[src/adc_ready_latch_cfg.svh]
// Register offsets, field positions, reset values and timing counts of the
// converter front end register map.
// Assumes byte-wide registers addressed by a 5-bit serial address.
`ifndef ADC_READY_LATCH_CFG_SVH
`define ADC_READY_LATCH_CFG_SVH

// Byte offsets of the register map.
`define OFS_RESULT_A   5'h00
`define OFS_RESULT_B   5'h03
`define OFS_MOD        5'h06
`define OFS_DELAY      5'h07
`define OFS_DELAY_LO   5'h08
`define OFS_BIAS       5'h09
`define OFS_STATUS     5'h0a
`define OFS_STATUS_LO  5'h0b
`define OFS_SETUP      5'h0c
`define OFS_SETUP_LO   5'h0d
`define OFS_OFFSET_A   5'h0e
`define OFS_SCALE_A    5'h11
`define OFS_OFFSET_B   5'h14
`define OFS_SCALE_B    5'h17
`define OFS_DRIFT      5'h1a
`define OFS_LAST       5'h1a

// Field positions inside their byte.
`define POS_FLAGS      0
`define POS_SELECT     2
`define POS_DRIVE_HI   4
`define POS_WRITE_LOOP 5
`define POS_READ_LOOP  6
`define POS_OSR        3
`define POS_SHUTDOWN   4
`define POS_CHAN_RESET 6

// Reset values of the configuration bytes.
`define RST_MOD        8'h33
`define RST_BIAS       8'h80
`define RST_STATUS     8'h03
`define RST_STATUS_LO  8'hb8
`define RST_SETUP      8'h18
`define RST_ZERO       8'h00
`define RST_FLAGS      2'h3

// Master clock cycles in one modulator clock period.
`define MCLK_PER_MODCLK 3'h4
// Half the smallest oversampling ratio, in modulator clock periods.
`define OSR_MIN_HALF   13'h0010

`endif

[src/adc_ready_latch_pkg.sv]
// Types shared by the converter front end register map and its pin sampler.
// Assumes the constants of adc_ready_latch_cfg.svh for all numbers.
package adc_ready_latch_pkg;

  typedef struct packed {
    logic        done;
    logic [23:0] data;
  } conv_t;

  typedef struct packed {
    logic sck;
    logic cs_n;
    logic sdi;
  } spi_pins_t;

  typedef enum logic [2:0] {
    ST_CMD  = 3'b001,
    ST_DATA = 3'b010,
    ST_SKIP = 3'b100
  } spi_state_t;

  typedef enum logic [1:0] {
    SEL_LAG  = 2'b00,
    SEL_A    = 2'b01,
    SEL_B    = 2'b10,
    SEL_BOTH = 2'b11
  } ready_sel_t;

endpackage : adc_ready_latch_pkg

[src/spi_pin_sampler.sv]
// Two-flop synchroniser for the serial pins plus serial clock edge finder.
// Assumes the serial clock is at least four times slower than the master.
`timescale 1ns/100ps

module spi_pin_sampler (
  input  wire logic                          clk_in,
  input  wire logic                          reset_n_in,
  input  wire adc_ready_latch_pkg::spi_pins_t pins_in,
  output      adc_ready_latch_pkg::spi_pins_t pins_out,
  output      logic                          sck_rise_out,
  output      logic                          sck_fall_out
);

  adc_ready_latch_pkg::spi_pins_t meta;
  adc_ready_latch_pkg::spi_pins_t sync;
  logic                           sck_prev;
  adc_ready_latch_pkg::spi_pins_t next_meta;
  adc_ready_latch_pkg::spi_pins_t next_sync;
  logic                           next_sck_prev;

  // The idle levels keep a chip select high until a real frame arrives.
  always_comb begin
    next_meta     = pins_in;
    next_sync     = meta;
    next_sck_prev = sync.sck;
  end

  always_ff @(posedge clk_in or negedge reset_n_in) begin
    if (!reset_n_in) begin
      meta     <= 3'b010;
      sync     <= 3'b010;
      sck_prev <= 1'b0;
    end else begin
      meta     <= next_meta;
      sync     <= next_sync;
      sck_prev <= next_sck_prev;
    end
  end

  assign pins_out     = sync;
  assign sck_rise_out = sync.sck & ~sck_prev;
  assign sck_fall_out = ~sync.sck & sck_prev;

endmodule : spi_pin_sampler

[src/adc_ready_latch_regmap.sv]
// Result latches, ready pin and byte register map of a two-channel
// converter front end, reached over a mode 0,0 serial port.
// Assumes the converter logic runs on the master clock, holds each result
// steady from its done pulse until the next one, and that the serial pins
// come from another clock domain.
`timescale 1ns/100ps
`include "adc_ready_latch_cfg.svh"

module adc_ready_latch_regmap #(
  // Serial device address; the value is arbitrary.
  parameter logic [1:0] DEVICE_ADDR = 2'b00
) (
  input  wire logic                       REF_CLK_IN,
  input  wire logic                       RESET_N_IN,
  input  wire logic                       SCK_IN,
  input  wire logic                       CS_N_IN,
  input  wire logic                       SDI_IN,
  output      logic                       SDO_OUT,
  output      logic                       SDO_OE_OUT,
  input  wire adc_ready_latch_pkg::conv_t CONV_A_IN,
  input  wire adc_ready_latch_pkg::conv_t CONV_B_IN,
  output      logic                       SAMPLE_READY_N_OUT,
  output      logic                       SAMPLE_READY_N_OE_OUT,
  output      logic [1:0]                 CHANNEL_HOLD_OUT
);

  // Channel A lags when its positive delay is within half a conversion.
  function automatic logic lag_is_a(input logic [11:0] ph,
                                    input logic [2:0]  oversampling_ratio);
    logic [12:0] mag;
    logic [12:0] half;
    mag  = ph[11] ? {1'b0, 12'(-ph)} : {1'b0, ph};
    half = `OSR_MIN_HALF << oversampling_ratio;
    if (ph == 12'h000) begin
      lag_is_a = 1'b0;
    end else begin
      lag_is_a = ph[11] ? (mag > half) : (mag <= half);
    end
  endfunction : lag_is_a

  // Next address of the byte counter for a loop mode.
  function automatic logic [4:0] loop_next(input logic [4:0] a,
                                           input logic [1:0] m);
    logic [4:0] lo;
    logic [4:0] hi;
    lo = `OFS_RESULT_A;
    hi = `OFS_LAST;
    if (m == 2'b01) begin
      if (a >= `OFS_DRIFT) begin
        lo = `OFS_DRIFT;
        hi = `OFS_LAST;
      end else if (a >= `OFS_OFFSET_B) begin
        lo = `OFS_OFFSET_B;
        hi = `OFS_DRIFT - 5'h01;
      end else if (a >= `OFS_OFFSET_A) begin
        lo = `OFS_OFFSET_A;
        hi = `OFS_OFFSET_B - 5'h01;
      end else if (a >= `OFS_STATUS) begin
        lo = `OFS_STATUS;
        hi = `OFS_OFFSET_A - 5'h01;
      end else if (a >= `OFS_MOD) begin
        lo = `OFS_MOD;
        hi = `OFS_STATUS - 5'h01;
      end else if (a >= `OFS_RESULT_B) begin
        lo = `OFS_RESULT_B;
        hi = `OFS_MOD - 5'h01;
      end else begin
        hi = `OFS_RESULT_B - 5'h01;
      end
    end else if (m == 2'b10) begin
      lo = (a >= `OFS_MOD) ? `OFS_MOD : `OFS_RESULT_A;
      hi = (a >= `OFS_MOD) ? `OFS_LAST : `OFS_MOD - 5'h01;
    end
    if (m == 2'b00) begin
      loop_next = a;
    end else begin
      loop_next = (a >= hi) ? lo : a + 5'h01;
    end
  endfunction : loop_next

  function automatic logic [7:0] cfg_reset(input logic [4:0] a);
    unique case (a)
      `OFS_MOD:       cfg_reset = `RST_MOD;
      `OFS_BIAS:      cfg_reset = `RST_BIAS;
      `OFS_STATUS:    cfg_reset = `RST_STATUS;
      `OFS_STATUS_LO: cfg_reset = `RST_STATUS_LO;
      `OFS_SETUP:     cfg_reset = `RST_SETUP;
      default:        cfg_reset = `RST_ZERO;
    endcase
  endfunction : cfg_reset

  function automatic logic [7:0] result_byte(input logic [23:0] v,
                                             input logic [4:0]  idx);
    unique case (idx)
      5'h00:   result_byte = v[23:16];
      5'h01:   result_byte = v[15:8];
      default: result_byte = v[7:0];
    endcase
  endfunction : result_byte

  adc_ready_latch_pkg::spi_pins_t  pins;
  logic                            sck_rise;
  logic                            sck_fall;

  spi_pin_sampler u_pins (
    .clk_in       (REF_CLK_IN),
    .reset_n_in   (RESET_N_IN),
    .pins_in      ({SCK_IN, CS_N_IN, SDI_IN}),
    .pins_out     (pins),
    .sck_rise_out (sck_rise),
    .sck_fall_out (sck_fall)
  );

  logic [7:0]                       cfg      [`OFS_MOD:`OFS_LAST];
  logic [7:0]                       next_cfg [`OFS_MOD:`OFS_LAST];
  adc_ready_latch_pkg::spi_state_t  state;
  adc_ready_latch_pkg::spi_state_t  next_state;
  logic [2:0]                       bitcnt;
  logic [2:0]                       next_bitcnt;
  logic [6:0]                       rx;
  logic [6:0]                       next_rx;
  logic [7:0]                       tx;
  logic [7:0]                       next_tx;
  logic                             fresh;
  logic                             next_fresh;
  logic                             is_read;
  logic                             next_is_read;
  logic [4:0]                       addr;
  logic [4:0]                       next_addr;
  logic [23:0]                      res_a;
  logic [23:0]                      res_b;
  logic [23:0]                      next_res_a;
  logic [23:0]                      next_res_b;
  logic [23:0]                      snap_a;
  logic [23:0]                      snap_b;
  logic [23:0]                      next_snap_a;
  logic [23:0]                      next_snap_b;
  logic [1:0]                       lock;
  logic [1:0]                       next_lock;
  logic [1:0]                       flags;
  logic [1:0]                       next_flags;
  logic [2:0]                       pulse_cnt;
  logic [2:0]                       next_pulse_cnt;
  logic                             ready_n;
  logic                             next_ready_n;

  logic                             load_en;
  logic [4:0]                       load_addr;
  logic                             byte_read;
  logic                             wr_en;
  logic [7:0]                       wr_byte;
  logic [1:0]                       hold;
  logic [1:0]                       read_loop;
  logic                             write_loop;
  adc_ready_latch_pkg::ready_sel_t  sel;
  logic                             ev_a;
  logic                             ev_b;
  logic                             link_ev;
  logic                             cap_a;
  logic                             cap_b;
  logic                             trig;
  logic [1:0]                       lock_kept;
  logic [1:0]                       done;
  logic [23:0]                      view_a;
  logic [23:0]                      view_b;
  logic [7:0]                       load_byte;

  assign hold       = cfg[`OFS_SETUP_LO][`POS_CHAN_RESET +: 2] |
                      cfg[`OFS_SETUP_LO][`POS_SHUTDOWN +: 2];
  assign read_loop  = cfg[`OFS_STATUS_LO][`POS_READ_LOOP +: 2];
  assign write_loop = cfg[`OFS_STATUS_LO][`POS_WRITE_LOOP];
  assign sel        = adc_ready_latch_pkg::ready_sel_t'(
                        cfg[`OFS_STATUS][`POS_SELECT +: 2]);

  // Serial command, address counter and byte shifter.
  always_comb begin
    next_state   = state;
    next_bitcnt  = bitcnt;
    next_rx      = rx;
    next_tx      = tx;
    next_fresh   = fresh;
    next_is_read = is_read;
    next_addr    = addr;
    load_en      = 1'b0;
    load_addr    = addr;
    byte_read    = 1'b0;
    wr_en        = 1'b0;
    wr_byte      = {rx, pins.sdi};
    if (pins.cs_n) begin
      next_state  = adc_ready_latch_pkg::ST_CMD;
      next_bitcnt = 3'h0;
      next_fresh  = 1'b0;
    end else begin
      if (sck_fall) begin
        if (fresh) begin
          next_fresh = 1'b0;
        end else begin
          next_tx = {tx[6:0], 1'b0};
        end
      end
      if (sck_rise) begin
        next_rx     = {rx[5:0], pins.sdi};
        next_bitcnt = bitcnt + 3'h1;
        if (bitcnt == 3'h7) begin
          unique case (state)
            adc_ready_latch_pkg::ST_CMD: begin
              if (rx[6:5] == DEVICE_ADDR) begin
                next_state   = adc_ready_latch_pkg::ST_DATA;
                next_is_read = pins.sdi;
                next_addr    = rx[4:0];
                load_en      = pins.sdi;
                load_addr    = rx[4:0];
              end else begin
                next_state = adc_ready_latch_pkg::ST_SKIP;
              end
            end
            adc_ready_latch_pkg::ST_DATA: begin
              if (is_read) begin
                byte_read = 1'b1;
                next_addr = loop_next(addr, read_loop);
                load_en   = 1'b1;
                load_addr = next_addr;
              end else begin
                wr_en     = 1'b1;
                next_addr = loop_next(addr, {write_loop, 1'b0});
              end
            end
            adc_ready_latch_pkg::ST_SKIP: begin
              next_state = adc_ready_latch_pkg::ST_SKIP;
            end
          endcase
        end
      end
      if (load_en) begin
        next_tx    = load_byte;
        next_fresh = 1'b1;
      end
    end
  end

  // Second stage lock and result views.
  always_comb begin
    done[0]      = byte_read && addr == `OFS_RESULT_B - 5'h01;
    done[1]      = byte_read && addr == `OFS_MOD - 5'h01;
    // Lock ends only after the last byte.
    lock_kept    = lock & ~done;
    next_lock    = lock_kept;
    next_snap_a  = snap_a;
    next_snap_b  = snap_b;
    view_a       = lock_kept[0] ? snap_a : res_a;
    view_b       = lock_kept[1] ? snap_b : res_b;
    if (load_en && load_addr < `OFS_RESULT_B && !lock_kept[0]) begin
      next_lock[0] = 1'b1;
      next_snap_a  = res_a;
    end
    if (load_en && load_addr >= `OFS_RESULT_B && load_addr < `OFS_MOD &&
        !lock_kept[1]) begin
      next_lock[1] = 1'b1;
      next_snap_b  = res_b;
    end
    if (load_addr < `OFS_RESULT_B) begin
      load_byte = result_byte(view_a, load_addr);
    end else if (load_addr < `OFS_MOD) begin
      load_byte = result_byte(view_b, load_addr - `OFS_RESULT_B);
    end else if (load_addr <= `OFS_LAST) begin
      load_byte = cfg[load_addr];
      if (load_addr == `OFS_STATUS) begin
        load_byte[`POS_FLAGS +: 2] = flags;
      end
    end else begin
      load_byte = 8'h00;
    end
  end

  // Configuration bytes.
  always_comb begin
    for (int i = `OFS_MOD; i <= `OFS_LAST; i++) begin
      next_cfg[i] = cfg[i];
    end
    if (wr_en && addr >= `OFS_MOD && addr <= `OFS_LAST) begin
      next_cfg[addr] = wr_byte;
    end
  end

  // Completion events, first stage, flags and ready pulse.
  always_comb begin
    ev_a    = CONV_A_IN.done & ~hold[0];
    ev_b    = CONV_B_IN.done & ~hold[1];
    link_ev = (hold == 2'b00) &&
              (lag_is_a(
                 {cfg[`OFS_DELAY][3:0], cfg[`OFS_DELAY_LO]},
                 cfg[`OFS_SETUP][`POS_OSR +: 3]) ? CONV_A_IN.done
                                                 : CONV_B_IN.done);
    cap_a   = (sel == adc_ready_latch_pkg::SEL_LAG) ? link_ev : ev_a;
    cap_b   = (sel == adc_ready_latch_pkg::SEL_LAG) ? link_ev : ev_b;
    unique case (sel)
      adc_ready_latch_pkg::SEL_LAG:  trig = link_ev;
      adc_ready_latch_pkg::SEL_A:    trig = ev_a;
      adc_ready_latch_pkg::SEL_B:    trig = ev_b;
      adc_ready_latch_pkg::SEL_BOTH: trig = ev_a | ev_b;
    endcase
    next_res_a = cap_a ? CONV_A_IN.data : res_a;
    next_res_b = cap_b ? CONV_B_IN.data : res_b;
    // New data wins over a finished read.
    next_flags = (flags | done) & ~{cap_b, cap_a};
    if (trig) begin
      next_pulse_cnt = `MCLK_PER_MODCLK;
    end else if (pulse_cnt != 3'h0) begin
      next_pulse_cnt = pulse_cnt - 3'h1;
    end else begin
      next_pulse_cnt = pulse_cnt;
    end
    next_ready_n = (next_pulse_cnt == 3'h0);
  end

  always_ff @(posedge REF_CLK_IN or negedge RESET_N_IN) begin
    if (!RESET_N_IN) begin
      for (int i = `OFS_MOD; i <= `OFS_LAST; i++) begin
        cfg[i] <= cfg_reset(5'(i));
      end
      state     <= adc_ready_latch_pkg::ST_CMD;
      bitcnt    <= 3'h0;
      rx        <= 7'h00;
      tx        <= 8'h00;
      fresh     <= 1'b0;
      is_read   <= 1'b0;
      addr      <= 5'h00;
      res_a     <= 24'h000000;
      res_b     <= 24'h000000;
      snap_a    <= 24'h000000;
      snap_b    <= 24'h000000;
      lock      <= 2'h0;
      flags     <= `RST_FLAGS;
      pulse_cnt <= 3'h0;
      ready_n   <= 1'b1;
    end else begin
      for (int i = `OFS_MOD; i <= `OFS_LAST; i++) begin
        cfg[i] <= next_cfg[i];
      end
      state     <= next_state;
      bitcnt    <= next_bitcnt;
      rx        <= next_rx;
      tx        <= next_tx;
      fresh     <= next_fresh;
      is_read   <= next_is_read;
      addr      <= next_addr;
      res_a     <= next_res_a;
      res_b     <= next_res_b;
      snap_a    <= next_snap_a;
      snap_b    <= next_snap_b;
      lock      <= next_lock;
      flags     <= next_flags;
      pulse_cnt <= next_pulse_cnt;
      ready_n   <= next_ready_n;
    end
  end

  // The pin floats when idle unless the drive-high bit is set, so several
  // devices can share one pulled-up ready line.
  assign SAMPLE_READY_N_OUT    = ready_n;
  assign SAMPLE_READY_N_OE_OUT = ~ready_n | cfg[`OFS_STATUS][`POS_DRIVE_HI];
  assign SDO_OUT               = tx[7];
  assign SDO_OE_OUT            = ~pins.cs_n;
  assign CHANNEL_HOLD_OUT      = hold;

endmodule : adc_ready_latch_regmap

[config.mk]
export PLATFORM = sky130hd
export DESIGN_NAME = adc_ready_latch_regmap
export DESIGN_NICKNAME = d
export VERILOG_FILES = /design/src/adc_ready_latch_pkg.sv /design/src/spi_pin_sampler.sv /design/src/adc_ready_latch_regmap.sv
export VERILOG_INCLUDE_DIRS = /design/src /design/src/src
export SDC_FILE = /design/constraint.sdc
export NUM_CORES = 1
export LEC_CHECK = 0
export BUFFER_PORTS_ARGS = -buffer_cell sky130_fd_sc_hd__buf_4
export CELL_PAD_IN_SITES_DETAIL_PLACEMENT = 0
export CELL_PAD_IN_SITES_GLOBAL_PLACEMENT = 1
export CORE_UTILIZATION = 50
export DETAILED_ROUTE_END_ITERATION = 7
export PLACE_DENSITY = 0.89
export RECOVER_POWER = 100
export SLEW_MARGIN = 25
export SYNTH_ARGS = -nofsm -noshare
export SYNTH_HDL_FRONTEND = slang
export SYNTH_SLANG_ARGS = --single-unit
[constraint.sdc]
create_clock -name REF_CLK_IN -period 6.1 [get_ports REF_CLK_IN]
set_clock_uncertainty 0.05 [all_clocks]
set_input_delay 0.915 -clock REF_CLK_IN [delete_from_list [all_inputs] [get_ports REF_CLK_IN]]
set_output_delay 0.915 -clock REF_CLK_IN [all_outputs]
set_load 0.02 [all_outputs]
==> results.md, run 1 <==
* Total number of vias at roughly 12,000
* Gpl congestion at approximately 0.96
* Normalized max-slew margin at -84.7%
* Transition time of the tightest slew-check pin at 2770 ps
* # rows at 64
* Die Outline Area at 0.0325 mm2
* Slowest Stage Delay on Critical Path at 750 ps
* Logic gate share of total power at about a tenth
* Summed negative setup slack over all endpoints at 0 ps
* Critical path's slowest cell: a2111oi_0
* Clock edge transition at the registers on the reported setup and hold paths at approximately 60 ps
* TritonCTS clock tree: yes
* Final-report max-slew violation count at roughly 260
* Residual antenna-violating net count after detailed routing at 0
* Clk Tree Root Cell: clkbuf_16
* Num ports at 61
* Syn_area_per_cell at between 10 and 15 um2
* CTS hold repair buffers at 0
* Library cell with the highest instance count after synthesis: mux2_2
* Failing checks: capacitance limit, slew limit
* Synth-to-layout area growth at 12.4%
* Hpwl dp at roughly 30 mm
* Switching power share of the total at 26.4%
* Share of power burned in the clock network at between 40% and 50%
* Static power due to leakage at approximately 8.5 nW
* Required arrival time at the worst endpoint at around 6500 ps
* RSZ-0062 raised after global routing: false
* Die span in y at between 150 and 200 um
* Filler-free cell count of the finished design at 1,856
* Global-route total usage across every layer at 26.9%
* Filler Cell Count at 2,586
* Detailed Route Iter0 Violations at around 1,100
* Most used flip-flop cell after synthesis: dfrtp_1
* Internal power component at 3.41 mW
* Global-route wire length before repair at 68.6 mm
* Clock latency reported for the late side of the worst-skew pair at 510 ps
* Cell Area, Synth at between 0.015 and 0.02 mm2
* Floorplan die width at around 180 um
* Path class of the lowest-slack min-delay path: register to register
* Number of maximum-capacitance violations at 2
* Routed WL per cell at roughly 23 um
* Deepest level of the CTS H-tree at 2
* Worst IR Drop VDD at roughly 0.20 mV
* Share of async-settable or async-resettable flops after synthesis at 100%
* Post-route DRC violation count at 0
* Number of nets at the end of the flow at about 1,500
* R2r setup slk at between 400 and 500 ps
* TritonCTS sink count at approximately 300
* Cell total after placement at ~1,800
* Category of the worst setup path launch point: register
* EDFF count, synth at 0
* Number of setup violations in the final report at 0
* Number of setup buffers added after CTS at 0
* Via/cell ratio at between 6 and 7
* Number of clock buffers inserted by TritonCTS at 34
* Post-route fraction of the period consumed by the critical path at approximately 92%
* Synth top area cells: dfrtp_1, mux2_2, mux2i_1, dfstp_2, nand2_1
* Pre-antenna DRT Iters at 5
* Count of final hold-check violations at 0
* Post-cts gate resize count at 0
* Sequential element share of the synthesized area at between 40% and 50%
* Worst R2R Path Depth at 17
* Synth area leader: dfrtp_1
* Vias in the first global route at about 12,000
* Crit-path cells: ha_1, or3_1, nand2_1, a21oi_1, a31oi_1, or3_1, ha_1, a21o_1, a31oi_2, o21ai_1, a311oi_4, a211o_1, nor2_1, a2111oi_0, a211oi_1, a311o_1, a21oi_1
* Number of antenna violations at the first check in global routing at 0
* Sum of overflow across all layers after global routing at 0
* Commonest cells in the synthesized netlist: mux2_2, dfrtp_1, nand2_1
* Initial core utilization at about half
* Worst setup path startpoint: addr[0]$_DFFE_PN0P_
* Critical register-to-register path startpoint: addr[0]$_DFFE_PN0P_
* Sequential power share at approximately 47%
* WP buf/inv at 0
* Longest Clk Path Bufs at 3
* Pwr/cell area at approximately 260 mW/mm2
* Worst path top cell family by delay: compound AO/OA/AOI/OAI gates
* Critical Path End Type: register
* Instance count on the critical path at 17
* Pin count of the biggest net entering global routing at 144
* Classification of the worst setup path: register to register
* Net switching power at ~1.2 mW
* Overall routed net length at 43.4 mm
* Share of the synthesized area in the top cell type at between 40% and 50%
* Final antenna diode count at 0
* Synthesized instance count at around 1,400
* Number of port buffers at 60
* Placeable core region at ~0.031 mm2
* Max FO, Critical Path at 13
* Fmax achieved at ~0.18 GHz
* Number of different library cells in the post-synthesis netlist at between 80 and 90
* Signal arrival time at the worst endpoint at between 6000 and 7000 ps
* Critical Path End: tx[2]$_DFFE_PN0P_
* Outcome: finished, violations left
* Syn. warnings at 0
* Flops & latches, synth at approximately 310
* Min Tclk post-route at 5630 ps
* Endpoint of the lowest-slack register-to-register path: tx[2]$_DFFE_PN0P_
* Synthesized Nets at 1,465
* Share of post-route cells with drive strength above 1 at around a third
-- logic make-up (layout without fill, tap and decap cells) --
logic type / count (synthesis) / after routing / share of synthesized area, %
xor+xnor: 13 / 13 / 0.716
fa+ha+maj: 28 / 28 / 2.20
compound gates: 270 / 270 / 11.9
flops: 305 / 305 / 48.1
mux: 356 / 356 / 24.7
simple gates: 300 / 300 / 9.33
buf+inv: 110 / 188 / 2.97
-- how the worst min path moves through the flow --
stage | start | endpoint | slack [ps] | cells past startpoint
6_report | u_pins.meta[0]$_DFF_PN0_ | u_pins.pins_out[0]$_DFF_PN0_ | 300 | 0
3_3_place_gp | u_pins.meta[0]$_DFF_PN0_ | u_pins.pins_out[0]$_DFF_PN0_ | 290 | 0
5_1_grt | u_pins.meta[0]$_DFF_PN0_ | u_pins.pins_out[0]$_DFF_PN0_ | 300 | 0
3_5_place_dp | u_pins.meta[0]$_DFF_PN0_ | u_pins.pins_out[0]$_DFF_PN0_ | 280 | 0
2_1_floorplan | u_pins.meta[2]$_DFF_PN0_ | u_pins.next_sck_prev$_DFF_PN0_ | 280 | 0
4_1_cts | u_pins.meta[0]$_DFF_PN0_ | u_pins.pins_out[0]$_DFF_PN0_ | 300 | 0
-- routing by layer --
layer,global-route usage (%),part of all wire [%]
met5,0,0
met1,38.4,44
met2,40.9,45
met3,5.34,7.7
met4,9.44,3.2
-- layout make-up --
class	instances	area, um2	share of cell area (%)
inverter	25	93.8	0.525
tap	396	495	2.77
clock buffer	51	1000	5.62
multi-input combinational	967	7800	43.7
timing repair buffer	104	749	4.20
sequential	305	7650	42.8
clock inverter	8	63.8	0.357
-- registers in the layout (all words and copies together) (netlist names), 5 cells and up --
signal / flops
rx: 7
tx: 8
res_b: 24
addr: 5
snap_b: 24
snap_a: 24
cfg: 166
res_a: 24
-- through the flow --
| step | utilization [%] | hold slack (ps) | area (um2) | total power, mW | setup slack (ps) |
|---|---|---|---|---|---|
| final | 57.8 | 296 | 17900 | 4.63 | 467 |
| after global routing | 57.8 | 304 | 17900 | 4.81 | 131 |
| after CTS | 58.0 | 297 | 17900 | 4.67 | 616 |
| after detailed placement | 54.6 | 285 | 16900 | 2.71 | 674 |
| after global placement | 54.6 | 287 | 16900 | 2.69 | 698 |
| after floorplan | - | 281 | 15900 | 2.46 | 1580 |
-- power groups by stage --
stage	sequential (mW)	combinational (mW)	clock, mW
finish	2.20	0.469	1.97
global route	2.20	0.514	2.09
CTS	2.19	0.479	2.00
detailed placement	2.23	0.476	0
global placement	2.23	0.468	0
floorplan	2.18	0.277	0
-- placed cells by master (no fill, tap or decap), types with 10 or more instances in the layout --
| master | Yosys | routed |
|---|---|---|
| buf_4 | 1 | 85 |
| nor3b_1 | 10 | 10 |
| nand2_1 | 103 | 103 |
| a22oi_1 | 10 | 10 |
| o221ai_1 | 18 | 18 |
| ha_1 | 28 | 28 |
| nor3_1 | 20 | 20 |
| clkbuf_16 | 0 | 34 |
| nand3_1 | 40 | 40 |
| a211oi_1 | 19 | 19 |
| mux2_2 | 292 | 291 |
| dfrtp_1 | 288 | 288 |
| nor2_1 | 56 | 57 |
| inv_1 | 25 | 25 |
| o21ai_0 | 44 | 45 |
| a31oi_1 | 12 | 12 |
| dfstp_2 | 17 | 15 |
| nand2b_1 | 11 | 11 |
| xnor2_1 | 11 | 11 |
| clkbuf_1 | 55 | 15 |
| mux2i_1 | 64 | 64 |
| a21oi_1 | 56 | 56 |
Power figures use the tool's default switching activity.
==> inputs of run 2 (changes only) <==
--- a/config.mk
+++ b/config.mk
@@ -11,6 +11,8 @@
 export CELL_PAD_IN_SITES_GLOBAL_PLACEMENT = 1
 export CORE_UTILIZATION = 50
 export DETAILED_ROUTE_END_ITERATION = 7
+export GPL_ROUTABILITY_DRIVEN = 0
+export GPL_TIMING_DRIVEN = 0
 export PLACE_DENSITY = 0.89
 export RECOVER_POWER = 100
 export SLEW_MARGIN = 25
==> results.md, run 2 (synthesis results as in run 1) <==
* Outcome: finished, violations left
* Failing checks: capacitance limit, slew limit
* Vias in the first global route at 12,200 (+3.8%)
* RSZ-0062 raised after global routing: false
* Classification of the worst setup path: register to register
* Post-route DRC violation count at 0 (unchanged)
* Crit-path cells: buf_6, clkbuf_1, clkbuf_1, o31a_1, o22ai_1, a21oi_1, a21oi_1, ha_1, nand2b_1, a31oi_2, o21a_1, o221ai_1, a21oi_1, clkbuf_1, a21oi_1, clkbuf_1, o221a_2, a211oi_1, a311o_1, a21oi_1
* Count of final hold-check violations at 0 (unchanged)
* Worst setup path startpoint: addr[3]$_DFFE_PN0P_
* CTS hold repair buffers at 0 (unchanged)
* Area taken by multi-input logic gates at 0.00776 mm2 (-0.48%)
* Sum of overflow across all layers after global routing at 0 (unchanged)
* Register containing the most flip-flops in the final layout: cfg
* Pin count of the biggest net entering global routing at 94 (-35%)
* Residual antenna-violating net count after detailed routing at 0 (unchanged)
* Clock edge transition at the registers on the reported setup and hold paths at 60 ps (about the same)
* Signal arrival time at the worst endpoint at 6200 ps (+170 ps)
* Critical register-to-register path startpoint: addr[3]$_DFFE_PN0P_
* Number of antenna violations at the first check in global routing at 0 (unchanged)
* Global-route wire length before repair at 70.8 mm (+3.3%)
* Critical Path End Type: register
* Die span in y at 180 um (unchanged)
* TritonCTS clock tree: yes
* Summed negative setup slack over all endpoints at 0 ps (unchanged)
* Overall routed net length at 45.2 mm (+4.3%)
* Post-route fraction of the period consumed by the critical path at 96.3% (+4.0 points)
* Synth-to-layout area growth at 13.4%
* Die Outline Area at 0.0325 mm2 (unchanged)
* Category of the worst setup path launch point: register
* Commonest non-fill, non-tap cell in the layout: mux2_2
* Number of setup violations in the final report at 0 (unchanged)
* Fmax achieved at 0.170 GHz (-4.1%)
* Placeable core region at 0.0309 mm2 (unchanged)
* Number of port buffers at 60 (unchanged)
* Required arrival time at the worst endpoint at 6430 ps (-60 ps)
* TritonCTS sink count at 305 (unchanged)
* Slowest Stage Delay on Critical Path at 460 ps (-290 ps)
* Min Tclk post-route at 5880 ps (+244 ps)
* Utilization of the core after routing at 58.3% (+0.54 points)
* Transition time of the tightest slew-check pin at 4280 ps (+1510 ps)
* Register cell area after layout at 0.00765 mm2 (unchanged)
* Worst R2R Path Depth at 20 (+3)
* Worst Setup Slack post-DPL at 264 ps (-410 ps)
* Clk Tree Root Cell: clkbuf_16
* Flip-flop count of the largest register after layout at 166 (unchanged)
* R2r setup slk at 220 ps (-240 ps)
* Number of nets at the end of the flow at 1,567 (+3.1%)
* WHS Path Cells at 0 (unchanged)
* Critical path's most frequent cell: a21oi_1
* Final-report max-slew violation count at 78 (-70%)
* Number of clock buffers inserted by TritonCTS at 35 (+2.9%)
* # rows at 64 (unchanged)
* Filler Cell Count at 2,577 (-0.35%)
* Routed WL per cell at 23.8 um (+1.6%)
* Detailed Route Iter0 Violations at 1,248 (+19%)
* Deepest level of the CTS H-tree at 2 (unchanged)
* Critical path's slowest cell: clkbuf_1
* Pre-antenna DRT Iters at 5 (unchanged)
* Clock latency reported for the late side of the worst-skew pair at 520 ps (about the same)
* Hpwl dp at 32.0 mm (+7.3%)
* Worst-case setup margin in the final layout at 223 ps (-244 ps)
* Normalized max-slew margin at -185% (-100 points)
* Share of post-route cells with drive strength above 1 at 30.9% (-1.6 points)
* Floorplan die width at 180 um (unchanged)
* Via/cell ratio at 6.35 (+0.48%)
* Num ports at 61 (unchanged)
* Total number of vias at 12,100 (+3.1%)
* Initial core utilization at 51.4% (unchanged)
* Design Power at 4.78 mW (+3.2%)
* Max FO, Critical Path at 10 (-3)
* Final antenna diode count at 0 (unchanged)
* Global-route total usage across every layer at 28.0% (+1.1 points)
* Endpoint of the lowest-slack register-to-register path: tx[2]$_DFFE_PN0P_
* Commonest cells after routing, fill and taps aside: mux2_2, dfrtp_1, nand2_1, clkbuf_1, mux2i_1
* Worst hold endpoint: u_pins.pins_out[0]$_DFF_PN0_
* Number of maximum-capacitance violations at 1 (-1)
* HP Start: u_pins.meta[0]$_DFF_PN0_
* Worst IR Drop VDD at 0.198 mV (about the same)
* Path class of the lowest-slack min-delay path: register to register
* Pwr/cell area at 265 mW/mm2 (+2.3%)
* Longest Clk Path Bufs at 3 (unchanged)
* Static power due to leakage at 8.52 nW (+0.46%)
run 2: cell types whose count changed in the layout (fill, tap and decap cells not counted), sizes merged:
| cell | before | now |
|---|---|---|
| clkbuf | 69 | 126 |
| buf | 86 | 77 |
| bufinv | 0 | 2 |
| inv | 27 | 26 |
run 2: how the worst max path moves through the flow:
stage               cells after the start           endpoint  slack, ps
floorplan                              18  tx[6]$_DFFE_PN0P_       1580
global placement                       18  tx[2]$_DFFE_PN0P_        370
detailed placement                     18  tx[2]$_DFFE_PN0P_        260
CTS                                    18  tx[2]$_DFFE_PN0P_        270
global route                           19  tx[7]$_DFFE_PN0P_         20
finish                                 20  tx[2]$_DFFE_PN0P_        220
run 2: repair_timing:
item / 4_1_cts / 5_1_grt
hold endpoints to repair: 0 / 0
buffers inserted: 0 / 2
resized for setup: 0 / 5
endpoints found under the setup margin: 0 / 21
run 2: layout make-up:
cell class | count | area share [%]
inverters | 25 | 0.520
flip-flops and latches | 305 | 42.4
well taps | 396 | 2.75
multi-input cells | 967 | 43.1
plain buffers | 85 | 2.11
clock buffers | 53 | 5.75
clock inverters | 9 | 0.638
repair buffers | 65 | 2.73
run 2: routing by layer:
metal | routed length, um | global-route usage [%] | part of all wire, %
met1 | 19600 | 39.5 | 43
met2 | 20000 | 42.1 | 44
met3 | 3570 | 5.09 | 7.9
met4 | 2050 | 12.9 | 4.5
met5 | 0 | 0 | 0
run 2: power breakdown:
| group | switching (mW) | internal (mW) | total (mW) | leakage (nW) |
|---|---|---|---|---|
| Clock | 0.846 | 1.26 | 2.11 | 0.559 |
| Sequential | 0.0900 | 2.09 | 2.18 | 4.06 |
| Combinational | 0.318 | 0.172 | 0.489 | 3.91 |
| Total | 1.25 | 3.53 | 4.78 | 8.52 |
run 2: worst max-delay path, delay by kind of cell, from the launching register on:
family	cells	cell delay, ps
compound gates	13	3050
fa+ha+maj	1	260
buf+inv	5	1800
flops	1	410
simple gates	1	150
run 2: metrics by stage:
stage | hold slack [ps] | area (um2) | cells
after CTS | 297 | 18100 | 1903
final | 295 | 18000 | 1905
after floorplan | 281 | 15900 | 1382
after detailed placement | 286 | 16900 | 1841
after global placement | 285 | 16800 | 1838
after global routing | 310 | 18000 | 1905
==> inputs of run 3 (changes only) <==
--- a/config.mk
+++ b/config.mk
@@ -6,10 +6,12 @@
 export SDC_FILE = /design/constraint.sdc
 export NUM_CORES = 1
 export LEC_CHECK = 0
+export ABC_AREA = 1
 export BUFFER_PORTS_ARGS = -buffer_cell sky130_fd_sc_hd__buf_4
 export CELL_PAD_IN_SITES_DETAIL_PLACEMENT = 0
 export CELL_PAD_IN_SITES_GLOBAL_PLACEMENT = 1
-export CORE_UTILIZATION = 50
+export CORE_MARGIN = 5
+export CORE_UTILIZATION = 46
 export DETAILED_ROUTE_END_ITERATION = 7
 export GPL_ROUTABILITY_DRIVEN = 0
 export GPL_TIMING_DRIVEN = 0
==> results.md, run 3 <==
* Outcome: finished, violations left
* Failing checks: capacitance limit, slew limit
* Residual antenna-violating net count after detailed routing at 0 (unchanged)
* Deepest level of the CTS H-tree at 2 (unchanged)
* Library cell with the highest instance count after synthesis: nand2_1
* Worst slack on hold paths at 296 ps (+1.43 ps)
* Worst Setup Slack post-DPL at 926 ps (+663 ps)
* Synthesized Nets at 2,157 (+47%)
* Number of nets at the end of the flow at 2,257 (+44%)
* Synthesized instance count at 2,074 (+50%)
* # rows at 67 (+4.7%)
* Overall routed net length at 48.0 mm (+6.2%)
* Longest Clk Path Bufs at 3 (unchanged)
* Required arrival time at the worst endpoint at 6440 ps (about the same)
* Global-route wire length before repair at 77.7 mm (+9.7%)
* Number of different library cells in the post-synthesis netlist at 43 (-49%)
* Share of async-settable or async-resettable flops after synthesis at 100% (unchanged)
* Critical Path End Type: register
* Routed WL per cell at 18.1 um (-24%)
* Post-route fraction of the period consumed by the critical path at 91.7% (-4.6 points)
* Synth area leader: dfrtp_1
* R2r setup slk at 510 ps (+280 ps)
* Fmax achieved at 0.179 GHz (+5.1%)
* Syn. warnings at 0 (unchanged)
* Register cell area after layout at 0.00765 mm2 (unchanged)
* Synthesized-area fraction occupied by ao, oa, aoi and oai cells at 15.3% (+3.3 points)
* Vias in the first global route at 13,800 (+13%)
* Cell Area, Synth at 0.0157 mm2 (-1.1%)
* Normalized max-slew margin at -97.3% (+88 points)
* Hpwl dp at 34.8 mm (+8.8%)
* Worst-case setup margin in the final layout at 506 ps (+283 ps)
* Floorplan die width at 195 um (+8.1%)
* Worst R2R Path Depth at 26 (+30%)
* Min Tclk post-route at 5590 ps (-283 ps)
* Share of post-route cells with drive strength above 1 at 9.41% (-22 points)
* Signal arrival time at the worst endpoint at 5930 ps (-270 ps)
* Commonest cells in the synthesized netlist: nand2_1, o21ai_0, dfrtp_1
* TritonCTS clock tree: yes
* Largest family of logic cells by synthesized area: simple AND/OR/NAND/NOR gates
* Design Power at 4.63 mW (-3.2%)
* Flops & latches, synth at 305 (unchanged)
* Final antenna diode count at 0 (unchanged)
* Via/cell ratio at 5.49 (-14%)
* Sequential element share of the synthesized area at 48.7% (+0.53 points)
* Flip-flop count of the largest register after layout at 166 (unchanged)
* Clk Tree Root Cell: clkbuf_16
* Final-report max-slew violation count at 215 (+180%)
* Initial core utilization at 46.8% (-4.7 points)
* Register containing the most flip-flops in the final layout: cfg
* Filler Cell Count at 3,252 (+26%)
* Max FO, Critical Path at 10 (unchanged)
* Summed negative setup slack over all endpoints at 0 ps (unchanged)
* Sum of overflow across all layers after global routing at 0 (unchanged)
* Number of setup buffers added after CTS at 0 (unchanged)
* Synth-to-layout area growth at 13.5%
* CTS hold repair buffers at 0 (unchanged)
* RSZ-0062 raised after global routing: false
* Pre-antenna DRT Iters at 5 (unchanged)
* Critical Path End: snap_b[8]$_DFFE_PN0P_
* Commonest non-fill, non-tap cell in the layout: nand2_1
* Number of port buffers at 60 (unchanged)
* Number of antenna violations at the first check in global routing at 1 (+1)
* TritonCTS sink count at 305 (unchanged)
* Pin count of the biggest net entering global routing at 96 (+2.1%)
* Share of the synthesized area in the top cell type at 45.8% (+0.50 points)
* Die Outline Area at 0.0380 mm2 (+17%)
* Commonest cells after routing, fill and taps aside: nand2_1, o21ai_0, dfrtp_1, nor2_1, inv_1
* Number of clock buffers inserted by TritonCTS at 35 (unchanged)
* Endpoint of the lowest-slack register-to-register path: snap_b[8]$_DFFE_PN0P_
* Area taken by multi-input logic gates at 0.00696 mm2 (-10%)
* Count of final hold-check violations at 0 (unchanged)
* Number of maximum-capacitance violations at 3 (+2)
* Syn_area_per_cell at 7.58 um2 (-34%)
* Clock edge transition at the registers on the reported setup and hold paths at 60 ps (about the same)
* Transition time of the tightest slew-check pin at 2960 ps (-1320 ps)
* Category of the worst setup path launch point: register
* Number of setup violations in the final report at 0 (unchanged)
* Detailed Route Iter0 Violations at 1,402 (+12%)
* HP Start: u_pins.meta[0]$_DFF_PN0_
* Adder-Cell Fraction of Synth Area at 2.23% (+0.024 points)
* Path class of the lowest-slack min-delay path: register to register
* Post-cts gate resize count at 0 (unchanged)
* Synth top area cells: dfrtp_1, nand2_1, o21ai_0, nor2_1, inv_1
* Num ports at 61 (unchanged)
* Classification of the worst setup path: register to register
* Placeable core region at 0.0336 mm2 (+8.8%)
* Critical register-to-register path startpoint: addr[4]$_DFFE_PN0P_
* Global-route total usage across every layer at 25.1% (-2.9 points)
* Clock latency reported for the late side of the worst-skew pair at 530 ps (about the same)
* Total number of vias at 14,500 (+20%)
* Die span in y at 195 um (+8.1%)
* Static power due to leakage at 8.68 nW (+1.9%)
* Share of synthesized area spent on multiplexers at 0% (-25 points)
* Worst setup path startpoint: addr[4]$_DFFE_PN0P_
* EDFF count, synth at 0 (unchanged)
* Pwr/cell area at 259 mW/mm2 (-2.2%)
* Worst IR Drop VDD at 0.182 mV (-8.3%)
* Post-route DRC violation count at 0 (unchanged)
* Most used flip-flop cell after synthesis: dfrtp_1
* Synth Area in Simple Gates at 26.3% (+17 points)
* Xor/xnor cell area share of the yosys netlist at 0.557% (-0.16 points)
-- run 3: area by class of cell --
class	instances	share of cell area [%]
Buffer	101	2.45
Clock buffer	47	5.33
Clock inverter	15	0.988
Inverter	172	3.63
Multi-Input combinational cell	1496	39.0
Sequential cell	305	42.9
Tap cell	448	3.14
Timing Repair Buffer	63	2.63
-- run 3: worst min path at each step --
stage / depth (start not counted) / to / slack [ps]
after floorplan: 0 / u_pins.next_sck_prev$_DFF_PN0_ / 280
final: 0 / u_pins.pins_out[0]$_DFF_PN0_ / 300
after global routing: 0 / u_pins.pins_out[0]$_DFF_PN0_ / 310
after detailed placement: 0 / u_pins.pins_out[0]$_DFF_PN0_ / 280
after global placement: 0 / u_pins.next_sck_prev$_DFF_PN0_ / 280
after CTS: 1 / cfg[81]$_DFFE_PN0P_ / 290
-- run 3: through the flow --
| step | instances | area (um2) | utilization [%] |
|---|---|---|---|
| 3_5_place_dp | 2585 | 16800 | 50.1 |
| 5_1_grt | 2647 | 17900 | 53.1 |
| 2_1_floorplan | 2074 | 15700 | - |
| 3_3_place_gp | 2582 | 16700 | 49.8 |
| 6_report | 2647 | 17900 | 53.1 |
| 4_1_cts | 2647 | 18000 | 53.4 |
-- run 3: routing by layer --
layer / vias to the layer above / part of all wire (%) / wire [um] / global-route usage, %
met1: 7023 / 46 / 21900 / 37.3
met3: 76 / 6.8 / 3270 / 3.76
met2: 520 / 45 / 21800 / 39.2
li1: 6912 / - / - / -
met4: 2 / 2.1 / 1020 / 5.64
met5: - / 0.035 / 17 / 0
-- run 3: critical path, cell delays in order, from the launching register on --
cell and delay, ps:
dfrtp_1 400, buf_2 210, inv_1 230, nand2_1 150, nor2_1 440, a21oi_1 190, inv_1 110, nor2_1 60
or2_2 290, ha_1 320, nand2_1 70, nor2_1 110, nand2_1 120, nand3_1 210, nand2_1 80, nand3_1 80
nand2_1 120, a21oi_1 590, nand2_1 390, nand3_2 210, nor2_4 80, nor2_2 180, nand3_1 140, buf_4 210
clkbuf_2 200, nand2_1 100, o21ai_0 90
-- run 3: report_power, final --
group,internal (mW),total [mW],switching (mW)
logic,0.121,0.441,0.320
clock network,1.23,2.08,0.849
registers,2.08,2.11,0.0264
total,3.43,4.63,1.20
-- run 3: cells by family after synthesis --
family | after synthesis
buf+inv | 273
compound gates | 458
fa+ha+maj | 28
flops | 305
simple gates | 1000
xor+xnor | 10
